**config.mk**
```make
export PLATFORM = sky130hd
export DESIGN_NAME = uaec_main
export DESIGN_NICKNAME = d
export VERILOG_FILES = /design/src/hw/uaec_pkg.sv /design/src/hw/uaec_main.sv /design/src/hw/uaec_errcnt.sv
export SDC_FILE = /design/constraint.sdc
export NUM_CORES = 1
export LEC_CHECK = 0
export ABC_CLOCK_PERIOD_IN_PS = 3600
export BUFFER_PORTS_ARGS = -buffer_cell sky130_fd_sc_hd__buf_2
export CAP_MARGIN = 20
export CORE_ASPECT_RATIO = 0.7
export CORE_MARGIN = 3
export CORE_UTILIZATION = 57
export CTS_CLUSTER_SIZE = 25
export DETAILED_ROUTE_END_ITERATION = 6
export PLACE_DENSITY = 0.86
export SLEW_MARGIN = 40
export SYNTH_ARGS = -nofsm -noshare
export SYNTH_HDL_FRONTEND = slang
export SYNTH_SLANG_ARGS = --single-unit
```
**constraint.sdc**
```tcl
create_clock -name clk -period 3.6 [get_ports clk]
set_input_delay 0.36 -clock clk [delete_from_list [all_inputs] [get_ports clk]]
set_output_delay 0.36 -clock clk [all_outputs]
set_load 0.05 [all_outputs]
```
**src/hw/uaec_pkg.sv**
```systemverilog
// Purpose: Shared constants and types of the automatic DMA event control
// Assumes: One CPU clock, registers reached by a small local index bus
// Notes: Register indices are local word selects, not byte addresses
package uaec_pkg;
  localparam logic [2:0] ADDR_EVENT = 3'h0;
  localparam logic [2:0] ADDR_MASK = 3'h1;
  localparam logic [2:0] ADDR_MIRROR = 3'h2;
  localparam logic [2:0] ADDR_COUNT = 3'h3;
  localparam logic [2:0] ADDR_ERROR = 3'h4;
  localparam int EV_HALT = 0;
  localparam int EV_ERR = 1;
  localparam int EV_CNT = 2;
  localparam int EV_SIZE = 3;
  localparam int EV_RDY = 4;
  localparam int EV_TGL = 5;
  localparam int EV_W = 6;
  localparam logic [5:0] EV_LOW_MASK = 6'h0F;
  localparam logic [5:0] EV_CLEAR_MASK = 6'h0F;
  localparam logic [7:0] MIRROR_RESET = 8'h1F;
  localparam int ERRCNT_W = 7;
  localparam int NUM_EP = 6;
  localparam int STAT_W = 8;
  localparam logic [2:0] SRC_LAST_CODE = 3'h5;
  localparam logic [7:0] BYTE_ZERO = 8'h00;
  localparam logic [7:0] COUNT_STEP = 8'h01;
  localparam logic [6:0] ERR_STEP = 7'h01;
  typedef enum logic [1:0] {
    ST_IDLE,
    ST_FLUSH,
    ST_RUN,
    ST_DRAIN
  } uaec_state_type;
endpackage

```
**src/hw/uaec_main.sv**
```systemverilog
// Purpose: Automatic DMA supervisor: event flags, mask, mirror, countdown
// Assumes: Endpoint and DMA logic on the same clock give one-cycle pulses
// Notes: The four low flags clear by writing zero; hardware set wins over a clear
`timescale 1ns/1ps
`default_nettype none
module uaec_main (
  input wire logic clk,
  input wire logic reset_n,
  input wire logic [2:0] cpu_addr,
  input wire logic cpu_wr,
  input wire logic cpu_rd,
  input wire logic [7:0] cpu_wdata,
  output logic [7:0] cpu_rdata,
  input wire logic automatic_transfer_mode,
  input wire logic [2:0] source_endpoint_select,
  input wire logic ignore_receive_parity_compare,
  input wire logic initial_toggle_write,
  input wire logic initial_toggle_control,
  input wire logic iso_mode,
  input wire logic usb_busy,
  input wire logic flush_done,
  input wire logic dma_busy,
  input wire logic pkt_done,
  input wire logic pkt_error,
  input wire logic pkt_toggle,
  input wire logic pkt_short,
  input wire logic xfer_complete,
  input wire logic [47:0] endpoint_status_flat,
  output logic endpoint_flush_req,
  output logic automatic_transfer_mode_active,
  output logic auto_mode_ready_flag,
  output logic next_toggle_bit,
  output logic tx_toggle_override,
  output logic tx_toggle_value,
  output logic tx_reload_req,
  output logic rx_flush_req,
  output logic iso_discard_req,
  output logic alternate_event_summary
);
  typedef struct packed {
    uaec_pkg::uaec_state_type state;
    logic halt_sw;
    logic [5:0] flags;
    logic [7:0] mask;
    logic [7:0] mirror;
    logic [7:0] count;
    logic auto_error_handling;
    logic [7:0] rdata;
    logic tx_reload;
    logic rx_flush;
    logic iso_discard;
  } uaec_regs_type;

  uaec_regs_type s_r;
  uaec_regs_type s_nxt;

  logic [6:0] err_preset;
  logic [6:0] err_work;
  logic err_at_zero;
  logic err_preset_wr;
  logic err_load;
  logic err_dec;

  function automatic logic wr_hit(input logic [2:0] idx);
    wr_hit = cpu_wr && (cpu_addr == idx);
  endfunction

  function automatic logic [7:0] ep_status(input logic [2:0] sel);
    logic [7:0] v;
    v = uaec_pkg::MIRROR_RESET;
    for (int i = 0; i < uaec_pkg::NUM_EP; i++) begin
      if (sel == 3'(i)) begin
        v = endpoint_status_flat[i*uaec_pkg::STAT_W +: uaec_pkg::STAT_W];
      end
    end
    ep_status = v;
  endfunction

  // Odd endpoints transmit, even ones receive; code 0 is endpoint one
  logic is_rx;
  logic running;
  logic low_set;
  logic tgl_bad;
  logic err_hit;
  logic good_pkt;
  logic [5:0] set_ev;

  assign is_rx = source_endpoint_select[0];
  assign running = (s_r.state == uaec_pkg::ST_RUN);
  assign low_set = |(s_r.flags & uaec_pkg::EV_LOW_MASK);
  // Toggle compared with the current next toggle, before it flips
  assign tgl_bad = (pkt_toggle != s_r.flags[uaec_pkg::EV_TGL])
    && !(is_rx && ignore_receive_parity_compare);
  assign err_hit = running && pkt_done && (pkt_error || tgl_bad);
  assign good_pkt = running && pkt_done && !err_hit;

  always_comb begin
    s_nxt = s_r;
    set_ev = 6'h00;
    err_load = 1'b0;
    err_dec = 1'b0;
    s_nxt.tx_reload = 1'b0;
    s_nxt.rx_flush = 1'b0;
    s_nxt.iso_discard = 1'b0;

    // Engine sequencing
    case (s_r.state)
      uaec_pkg::ST_IDLE: begin
        if (automatic_transfer_mode && !low_set) begin
          s_nxt.state = uaec_pkg::ST_FLUSH;
        end
      end
      uaec_pkg::ST_FLUSH: begin
        if (!automatic_transfer_mode) begin
          s_nxt.state = uaec_pkg::ST_IDLE;
        end else if (!usb_busy && flush_done) begin
          s_nxt.state = uaec_pkg::ST_RUN;
          err_load = 1'b1;
        end
      end
      uaec_pkg::ST_RUN: begin
        if (!automatic_transfer_mode) begin
          s_nxt.state = uaec_pkg::ST_DRAIN;
          s_nxt.halt_sw = 1'b1;
        end else if (low_set) begin
          s_nxt.state = uaec_pkg::ST_DRAIN;
        end
      end
      uaec_pkg::ST_DRAIN: begin
        // Ready stays up until the current DMA operation completes
        if (!dma_busy) begin
          s_nxt.state = uaec_pkg::ST_IDLE;
          s_nxt.halt_sw = 1'b0;
          err_load = 1'b1;
          if (s_r.halt_sw) begin
            set_ev[uaec_pkg::EV_HALT] = 1'b1;
          end
        end
      end
      default: begin
        s_nxt.state = uaec_pkg::ST_IDLE;
      end
    endcase

    // Failed packets and automatic retry
    if (err_hit) begin
      if (!s_r.auto_error_handling) begin
        set_ev[uaec_pkg::EV_ERR] = 1'b1;
      end else if (err_at_zero) begin
        set_ev[uaec_pkg::EV_ERR] = 1'b1;
      end else begin
        err_dec = 1'b1;
        if (iso_mode) begin
          s_nxt.iso_discard = is_rx;
        end else begin
          s_nxt.tx_reload = !is_rx;
          s_nxt.rx_flush = is_rx;
        end
      end
    end
    if (good_pkt) begin
      err_load = 1'b1;
      if (is_rx && pkt_short) begin
        set_ev[uaec_pkg::EV_SIZE] = 1'b1;
      end
    end

    // Countdown; the whole operation is reported by xfer_complete
    if (wr_hit(uaec_pkg::ADDR_COUNT)) begin
      s_nxt.count = cpu_wdata;
    end else if (running && xfer_complete) begin
      if (s_r.count == uaec_pkg::BYTE_ZERO) begin
        set_ev[uaec_pkg::EV_CNT] = 1'b1;
      end else begin
        s_nxt.count = s_r.count - uaec_pkg::COUNT_STEP;
      end
    end

    // Sticky flags: write zero clears, write one keeps, set wins
    if (wr_hit(uaec_pkg::ADDR_EVENT)) begin
      s_nxt.flags = s_r.flags & (cpu_wdata[5:0] | ~uaec_pkg::EV_CLEAR_MASK);
    end
    s_nxt.flags = s_nxt.flags | set_ev;
    s_nxt.flags[uaec_pkg::EV_RDY] = (s_nxt.state == uaec_pkg::ST_RUN) ||
      (s_nxt.state == uaec_pkg::ST_DRAIN);

    if (initial_toggle_write) begin
      s_nxt.flags[uaec_pkg::EV_TGL] = initial_toggle_control;
    end else if (good_pkt) begin
      s_nxt.flags[uaec_pkg::EV_TGL] = !s_r.flags[uaec_pkg::EV_TGL];
    end

    if (wr_hit(uaec_pkg::ADDR_MASK)) begin
      s_nxt.mask = cpu_wdata;
    end
    if (wr_hit(uaec_pkg::ADDR_ERROR) &&
        s_r.state == uaec_pkg::ST_IDLE) begin
      s_nxt.auto_error_handling = cpu_wdata[7];
    end

    // Mirror is a plain copy, so reading it clears nothing upstream
    if (source_endpoint_select <= uaec_pkg::SRC_LAST_CODE) begin
      s_nxt.mirror = ep_status(source_endpoint_select);
    end else begin
      s_nxt.mirror = uaec_pkg::MIRROR_RESET;
    end

    if (cpu_rd) begin
      case (cpu_addr)
        uaec_pkg::ADDR_EVENT: s_nxt.rdata = {2'b00, s_r.flags};
        uaec_pkg::ADDR_MASK: s_nxt.rdata = s_r.mask;
        uaec_pkg::ADDR_MIRROR: s_nxt.rdata = s_r.mirror;
        uaec_pkg::ADDR_COUNT: s_nxt.rdata = s_r.count;
        uaec_pkg::ADDR_ERROR: begin
          if (s_r.state == uaec_pkg::ST_IDLE) begin
            s_nxt.rdata = {s_r.auto_error_handling, err_preset};
          end else begin
            s_nxt.rdata = {s_r.auto_error_handling, err_work};
          end
        end
        default: s_nxt.rdata = uaec_pkg::BYTE_ZERO;
      endcase
    end
  end

  always_ff @(posedge clk or negedge reset_n) begin
    if (!reset_n) begin
      s_r <= '0;
      s_r.state <= uaec_pkg::ST_IDLE;
      s_r.mirror <= uaec_pkg::MIRROR_RESET;
    end else begin
      s_r <= s_nxt;
    end
  end

  assign err_preset_wr = wr_hit(uaec_pkg::ADDR_ERROR) &&
    (s_r.state == uaec_pkg::ST_IDLE);

  uaec_errcnt u_errcnt (
    .clk(clk),
    .reset_n(reset_n),
    .preset_wr(err_preset_wr),
    .preset_val(cpu_wdata[6:0]),
    .load(err_load),
    .dec(err_dec),
    .preset(err_preset),
    .work(err_work),
    .at_zero(err_at_zero)
  );

  assign cpu_rdata = s_r.rdata;
  assign endpoint_flush_req = (s_r.state == uaec_pkg::ST_FLUSH);
  assign automatic_transfer_mode_active = (s_r.state != uaec_pkg::ST_IDLE);
  assign auto_mode_ready_flag = s_r.flags[uaec_pkg::EV_RDY];
  assign next_toggle_bit = s_r.flags[uaec_pkg::EV_TGL];
  assign tx_toggle_override = running && !is_rx;
  assign tx_toggle_value = s_r.flags[uaec_pkg::EV_TGL];
  assign tx_reload_req = s_r.tx_reload;
  assign rx_flush_req = s_r.rx_flush;
  assign iso_discard_req = s_r.iso_discard;
  // Next toggle has no mask bit and is kept out of the summary
  assign alternate_event_summary =
    |(s_r.mask[4:0] & s_r.flags[4:0]);

  halt_after_idle_a: assert property (@(posedge clk)
    disable iff (!reset_n)
    $rose(s_r.flags[uaec_pkg::EV_HALT]) |->
      ($past(s_r.state) == uaec_pkg::ST_DRAIN) && $past(s_r.halt_sw) &&
      (s_r.state == uaec_pkg::ST_IDLE))
    else $error("halt flag set before engine idle");

  no_start_a: assert property (@(posedge clk) disable iff (!reset_n)
    (s_r.state == uaec_pkg::ST_IDLE && low_set) |=>
      (s_r.state == uaec_pkg::ST_IDLE))
    else $error("automatic mode started with flags set");

  auto_stop_a: assert property (@(posedge clk) disable iff (!reset_n)
    (running && low_set) |=> (s_r.state == uaec_pkg::ST_DRAIN))
    else $error("automatic mode kept running with flags set");

  count_write_a: assert property (@(posedge clk) disable iff (!reset_n)
    wr_hit(uaec_pkg::ADDR_COUNT) |=> (s_r.count == $past(cpu_wdata)))
    else $error("countdown write lost");

  count_floor_a: assert property (@(posedge clk) disable iff (!reset_n)
    (running && xfer_complete && s_r.count == uaec_pkg::BYTE_ZERO &&
     !wr_hit(uaec_pkg::ADDR_COUNT)) |=>
      (s_r.count == uaec_pkg::BYTE_ZERO) && s_r.flags[uaec_pkg::EV_CNT])
    else $error("countdown underflow or missing count flag");

  toggle_load_a: assert property (@(posedge clk) disable iff (!reset_n)
    initial_toggle_write |=>
      (s_r.flags[uaec_pkg::EV_TGL] == $past(initial_toggle_control)))
    else $error("next toggle not loaded by toggle write");

  err_write_lock_a: assert property (@(posedge clk)
    disable iff (!reset_n)
    (wr_hit(uaec_pkg::ADDR_ERROR) && automatic_transfer_mode_active) |=>
      $stable(err_preset) && $stable(s_r.auto_error_handling))
    else $error("error register written while active");

  summary_mask_a: assert property (@(posedge clk)
    disable iff (!reset_n)
    (s_r.flags[uaec_pkg::EV_ERR] && s_r.mask[uaec_pkg::EV_ERR])
      |-> alternate_event_summary)
    else $error("masked-in error flag missing from summary");

  flag_clear_a: assert property (@(posedge clk) disable iff (!reset_n)
    (wr_hit(uaec_pkg::ADDR_EVENT) && cpu_wdata[uaec_pkg::EV_SIZE] &&
     !s_r.flags[uaec_pkg::EV_SIZE] && !pkt_done) |=>
      !s_r.flags[uaec_pkg::EV_SIZE])
    else $error("writing one set a flag");

  aeh_hold_a: assert property (@(posedge clk) disable iff (!reset_n)
    (err_hit && s_r.auto_error_handling && !err_at_zero && !s_r.flags[uaec_pkg::EV_ERR] &&
     !wr_hit(uaec_pkg::ADDR_EVENT)) |=> !s_r.flags[uaec_pkg::EV_ERR])
    else $error("error flag set before counter reached zero");
endmodule // uaec_main
`default_nettype wire

```
**src/hw/uaec_errcnt.sv**
```systemverilog
// Purpose: Consecutive error counter with stored preset and working copy
// Assumes: Caller gates preset writes while the automatic mode is active
// Notes: Load of the working copy wins over a decrement in the same cycle
`timescale 1ns/1ps
`default_nettype none
module uaec_errcnt (
  input wire logic clk,
  input wire logic reset_n,
  input wire logic preset_wr,
  input wire logic [6:0] preset_val,
  input wire logic load,
  input wire logic dec,
  output logic [6:0] preset,
  output logic [6:0] work,
  output logic at_zero
);
  typedef struct packed {
    logic [6:0] preset;
    logic [6:0] work;
  } uaec_cnt_type;

  uaec_cnt_type s_r;
  uaec_cnt_type s_nxt;

  always_comb begin
    s_nxt = s_r;
    if (preset_wr) begin
      s_nxt.preset = preset_val;
    end
    if (load) begin
      s_nxt.work = s_r.preset;
    end else if (dec && s_r.work != 7'h00) begin
      s_nxt.work = s_r.work - uaec_pkg::ERR_STEP;
    end
  end

  always_ff @(posedge clk or negedge reset_n) begin
    if (!reset_n) begin
      s_r <= '0;
    end else begin
      s_r <= s_nxt;
    end
  end

  assign preset = s_r.preset;
  assign work = s_r.work;
  assign at_zero = (s_r.work == 7'h00);

  no_underrun_a: assert property (@(posedge clk) disable iff (!reset_n)
    (dec && !load) |=> (s_r.work == (($past(s_r.work) == 7'h00) ? 7'h00 :
      $past(s_r.work) - uaec_pkg::ERR_STEP)))
    else $error("error counter ran below zero");

  reload_preset_a: assert property (@(posedge clk) disable iff (!reset_n)
    load |=> (s_r.work == $past(s_r.preset)))
    else $error("working counter not loaded from preset");
endmodule // uaec_errcnt
`default_nettype wire

```
==> impl_metrics.json <==
{
  "status": "finished clean",
  "hold_slack_ps": 13.76,
  "final_common_cell": "buf_2",
  "clkPwrFrac": 0.219,
  "worstRegToRegCells": 6,
  "yosys_warnings": 0,
  "rows": 23,
  "holdCritPathClass": "in -> async",
  "cts_buffers": 9,
  "n_fill_cell": 442,
  "antenna_cells": 0,
  "syn_inst": 315,
  "grt_pass1_vias": 3034,
  "ys_ff_latch": 58,
  "ir_drop_v": 0.0003150,
  "synthDistinctLibCells": 59,
  "htree_num_levels": 3,
  "ys_seq_area_frac": 0.4194,
  "groute.usage.overall": 0.2714,
  "yosysTopAreaCell": "dfrtp_1",
  "drt.antenna.violating_nets": 0,
  "route.detailed.drc": 0,
  "vias": 2983,
  "r2r_setup_slack_ps": 1380,
  "cp_data_required_time_ps": 3810,
  "io_buffer_count": 96,
  "fin_skew_ps": 9.368,
  "hold_violations": 0,
  "drt_iter0_markers": 217,
  "power.switching_mw": 1.136,
  "switching_share": 0.4090,
  "die_w_um": 99.34,
  "finalSetupViolations": 0,
  "drive_above_1_share": 0.4035,
  "fmax_ghz": 0.4508,
  "clockBufferDepth": 2,
  "maxCapViolCount": 0,
  "layout_common_cells": "95 x buf_2, 53 x dfrtp_1, 23 x mux2_2, 19 x inv_1, 19 x a21oi_1",
  "place_congestion": 0.8962,
  "internal_power_mw": 1.641,
  "cp_max_fo": 11,
  "synth-edff-count": 0,
  "power_frac_seq": 0.405,
  "die_h_um": 71.34,
  "cts.sinks": 58,
  "root_buffer": "clkbuf_8",
  "comb_power_share": 0.377,
  "netlist_area_mm2": 0.003476,
  "synth_top_area_share": 0.3816,
  "dieArea_mm2": 0.007086,
  "seqCellArea_mm2": 0.001458,
  "timing.final.crit_share": 0.6162,
  "power-per-cell-area_mw_per_mm2": 670.5,
  "drt-pass1-iter-count": 5,
  "max_slew.worst_pin.slew_ps": 840.0,
  "end_kind": "flip-flop",
  "critPathLaunchType": "flip-flop",
  "r2r_end": "u_errcnt.work[1]",
  "relSlewSlack": 0.4379,
  "critical_path_class": "reg -> reg",
  "fin_tns_setup_ps": 0,
  "multi_input_area_mm2": 0.001824,
  "num_io_pins": 97,
  "post_cts_buffers": 0,
  "core_mm2": 0.005813,
  "routedWlPerCell_um": 19.04,
  "p_leak_nw": 1.860,
  "synth_fp_nets": 397,
  "synthArstFlopShare": 1.000,
  "postCtsHoldBufs": 0,
  "syn_to_final_growth_pct": 19.15,
  "dp_hpwl_um": 6806,
  "grt_max_degree": 46,
  "cts_tree": "built",
  "syn_avg_cell_area_um2": 11.03,
  "fin_crit_ps": 2218,
  "insertion_delay_ps": 340,
  "clkTransAtPathRegs_ps": 70,
  "cts_resized": 0,
  "ys.flop_type": "dfrtp_1",
  "synth_area_leaders": "dfrtp_1 38%, mux4_2 8.4%, mux2_2 7.5%",
  "grt_antenna_before_repair": 0,
  "arrival_ps": 2430,
  "layout.nets": 481,
  "initial_utilization": 0.5979,
  "grt_pass1_wl_um": 14900,
  "viasPerCell": 6.228,
  "grt_overflow_total": 0,
  "finalMaxSlewViolations": 0,
  "drt-total-wl_um": 9119,
  "rsz0062_at_grt": "false",
  "r2r-start": "u_errcnt.work[0]"
}
-- cell type report --
type	instances	share of cell area
Clock inverter	6	0.01601
Sequential cell	58	0.3520
Inverter	19	0.01722
Multi-Input combinational cell	214	0.4405
Tap cell	75	0.02266
Clock buffer	10	0.03323
Timing Repair Buffer	97	0.1184
-- sequential cells by signal (all words and copies together) (netlist names) --
name,count
iso_discard_req,1
auto_mode_ready_flag,1
u_errcnt.work,7
u_errcnt.preset,7
rx_flush_req,1
s_r,31
tx_reload_req,1
next_toggle_bit,1
cpu_rdata,8
-- critical path, stage by stage (launching register included) --
cell and delay [ps]:
dfrtp_1 400, inv_1 110, ha_1 250, nor4b_1 400, a21boi_1 350, a2111oi_0 500
a211oi_1 90
-- routing by layer --
metal | wire length [µm] | global-route usage
met5 | 0 | 0
met4 | 204 | 0.09242
met3 | 803 | 0.08755
met2 | 4486 | 0.4382
met1 | 3625 | 0.3501
-- worst max path at each step --
stage / slack, ps / to / startpoint / cells past startpoint
finish: 1380 / u_errcnt.work[1] / u_errcnt.work[0] / 6
global route: 1090 / u_errcnt.work[1] / u_errcnt.work[0] / 6
CTS: 1380 / s_r[13] / s_r[12] / 6
detailed placement: 1390 / s_r[13] / s_r[12] / 6
global placement: 1410 / u_errcnt.work[1] / u_errcnt.work[0] / 6
floorplan: 1150 / tx_toggle_override / auto_mode_ready_flag / 2
-- per-stage QoR --
step	instance area (µm²)	util	setup slack, ps	power, mW	instances
floorplan	3476	-	1146	1.873	315
global placement	3925	0.6752	1408	2.096	463
detailed placement	3928	0.6756	1389	2.156	463
CTS	4131	0.7107	1377	2.767	479
global route	4141	0.7124	1093	2.925	479
finish	4141	0.7124	1382	2.777	479
-- cells in the mapped netlist, types with 2 or more instances --
cell	number
dfrtp_1	53
mux2_2	23
a21oi_1	19
inv_1	19
nor2_1	14
mux2i_1	13
mux4_2	13
nand2_1	13
buf_4	10
o21ai_0	10
clkbuf_1	8
o21a_1	8
xnor2_1	8
o221ai_1	7
nand3_1	6
dfstp_2	5
nor3_1	5
o22a_1	5
a211oi_1	4
buf_2	4
nand3b_1	4
nor2b_1	4
nor3b_1	4
o22ai_1	4
a31oi_1	3
and4_1	3
ha_1	3
nor4bb_1	3
a2111oi_0	2
a211o_1	2
a41oi_1	2
buf_1	2
nand2b_1	2
nand4_1	2
nor4b_1	2
o211ai_1	2
o31ai_1	2
-- power by group through the flow --
| stage | combinational, mW | sequential [mW] | clock, mW |
|---|---|---|---|
| 5_1_grt | 1.14 | 1.15 | 0.639 |
| 2_1_floorplan | 0.834 | 1.04 | 0 |
| 3_5_place_dp | 1.03 | 1.13 | 0 |
| 4_1_cts | 1.04 | 1.12 | 0.613 |
| 3_3_place_gp | 0.985 | 1.11 | 0 |
| 6_report | 1.05 | 1.12 | 0.608 |
-- cell families after synthesis --
group                      count (synthesis)  synth area share
AOI/OAI and AO/OA                         80            0.1602
xor gates and xnor gates                   9           0.02268
adders and majority gates                  3           0.01080
buffers and inverters                     43           0.05868
DFF                                       58            0.4194
muxes                                     50            0.2037
and+or+nand+nor                           72            0.1246
Power figures use the tool's default switching activity.
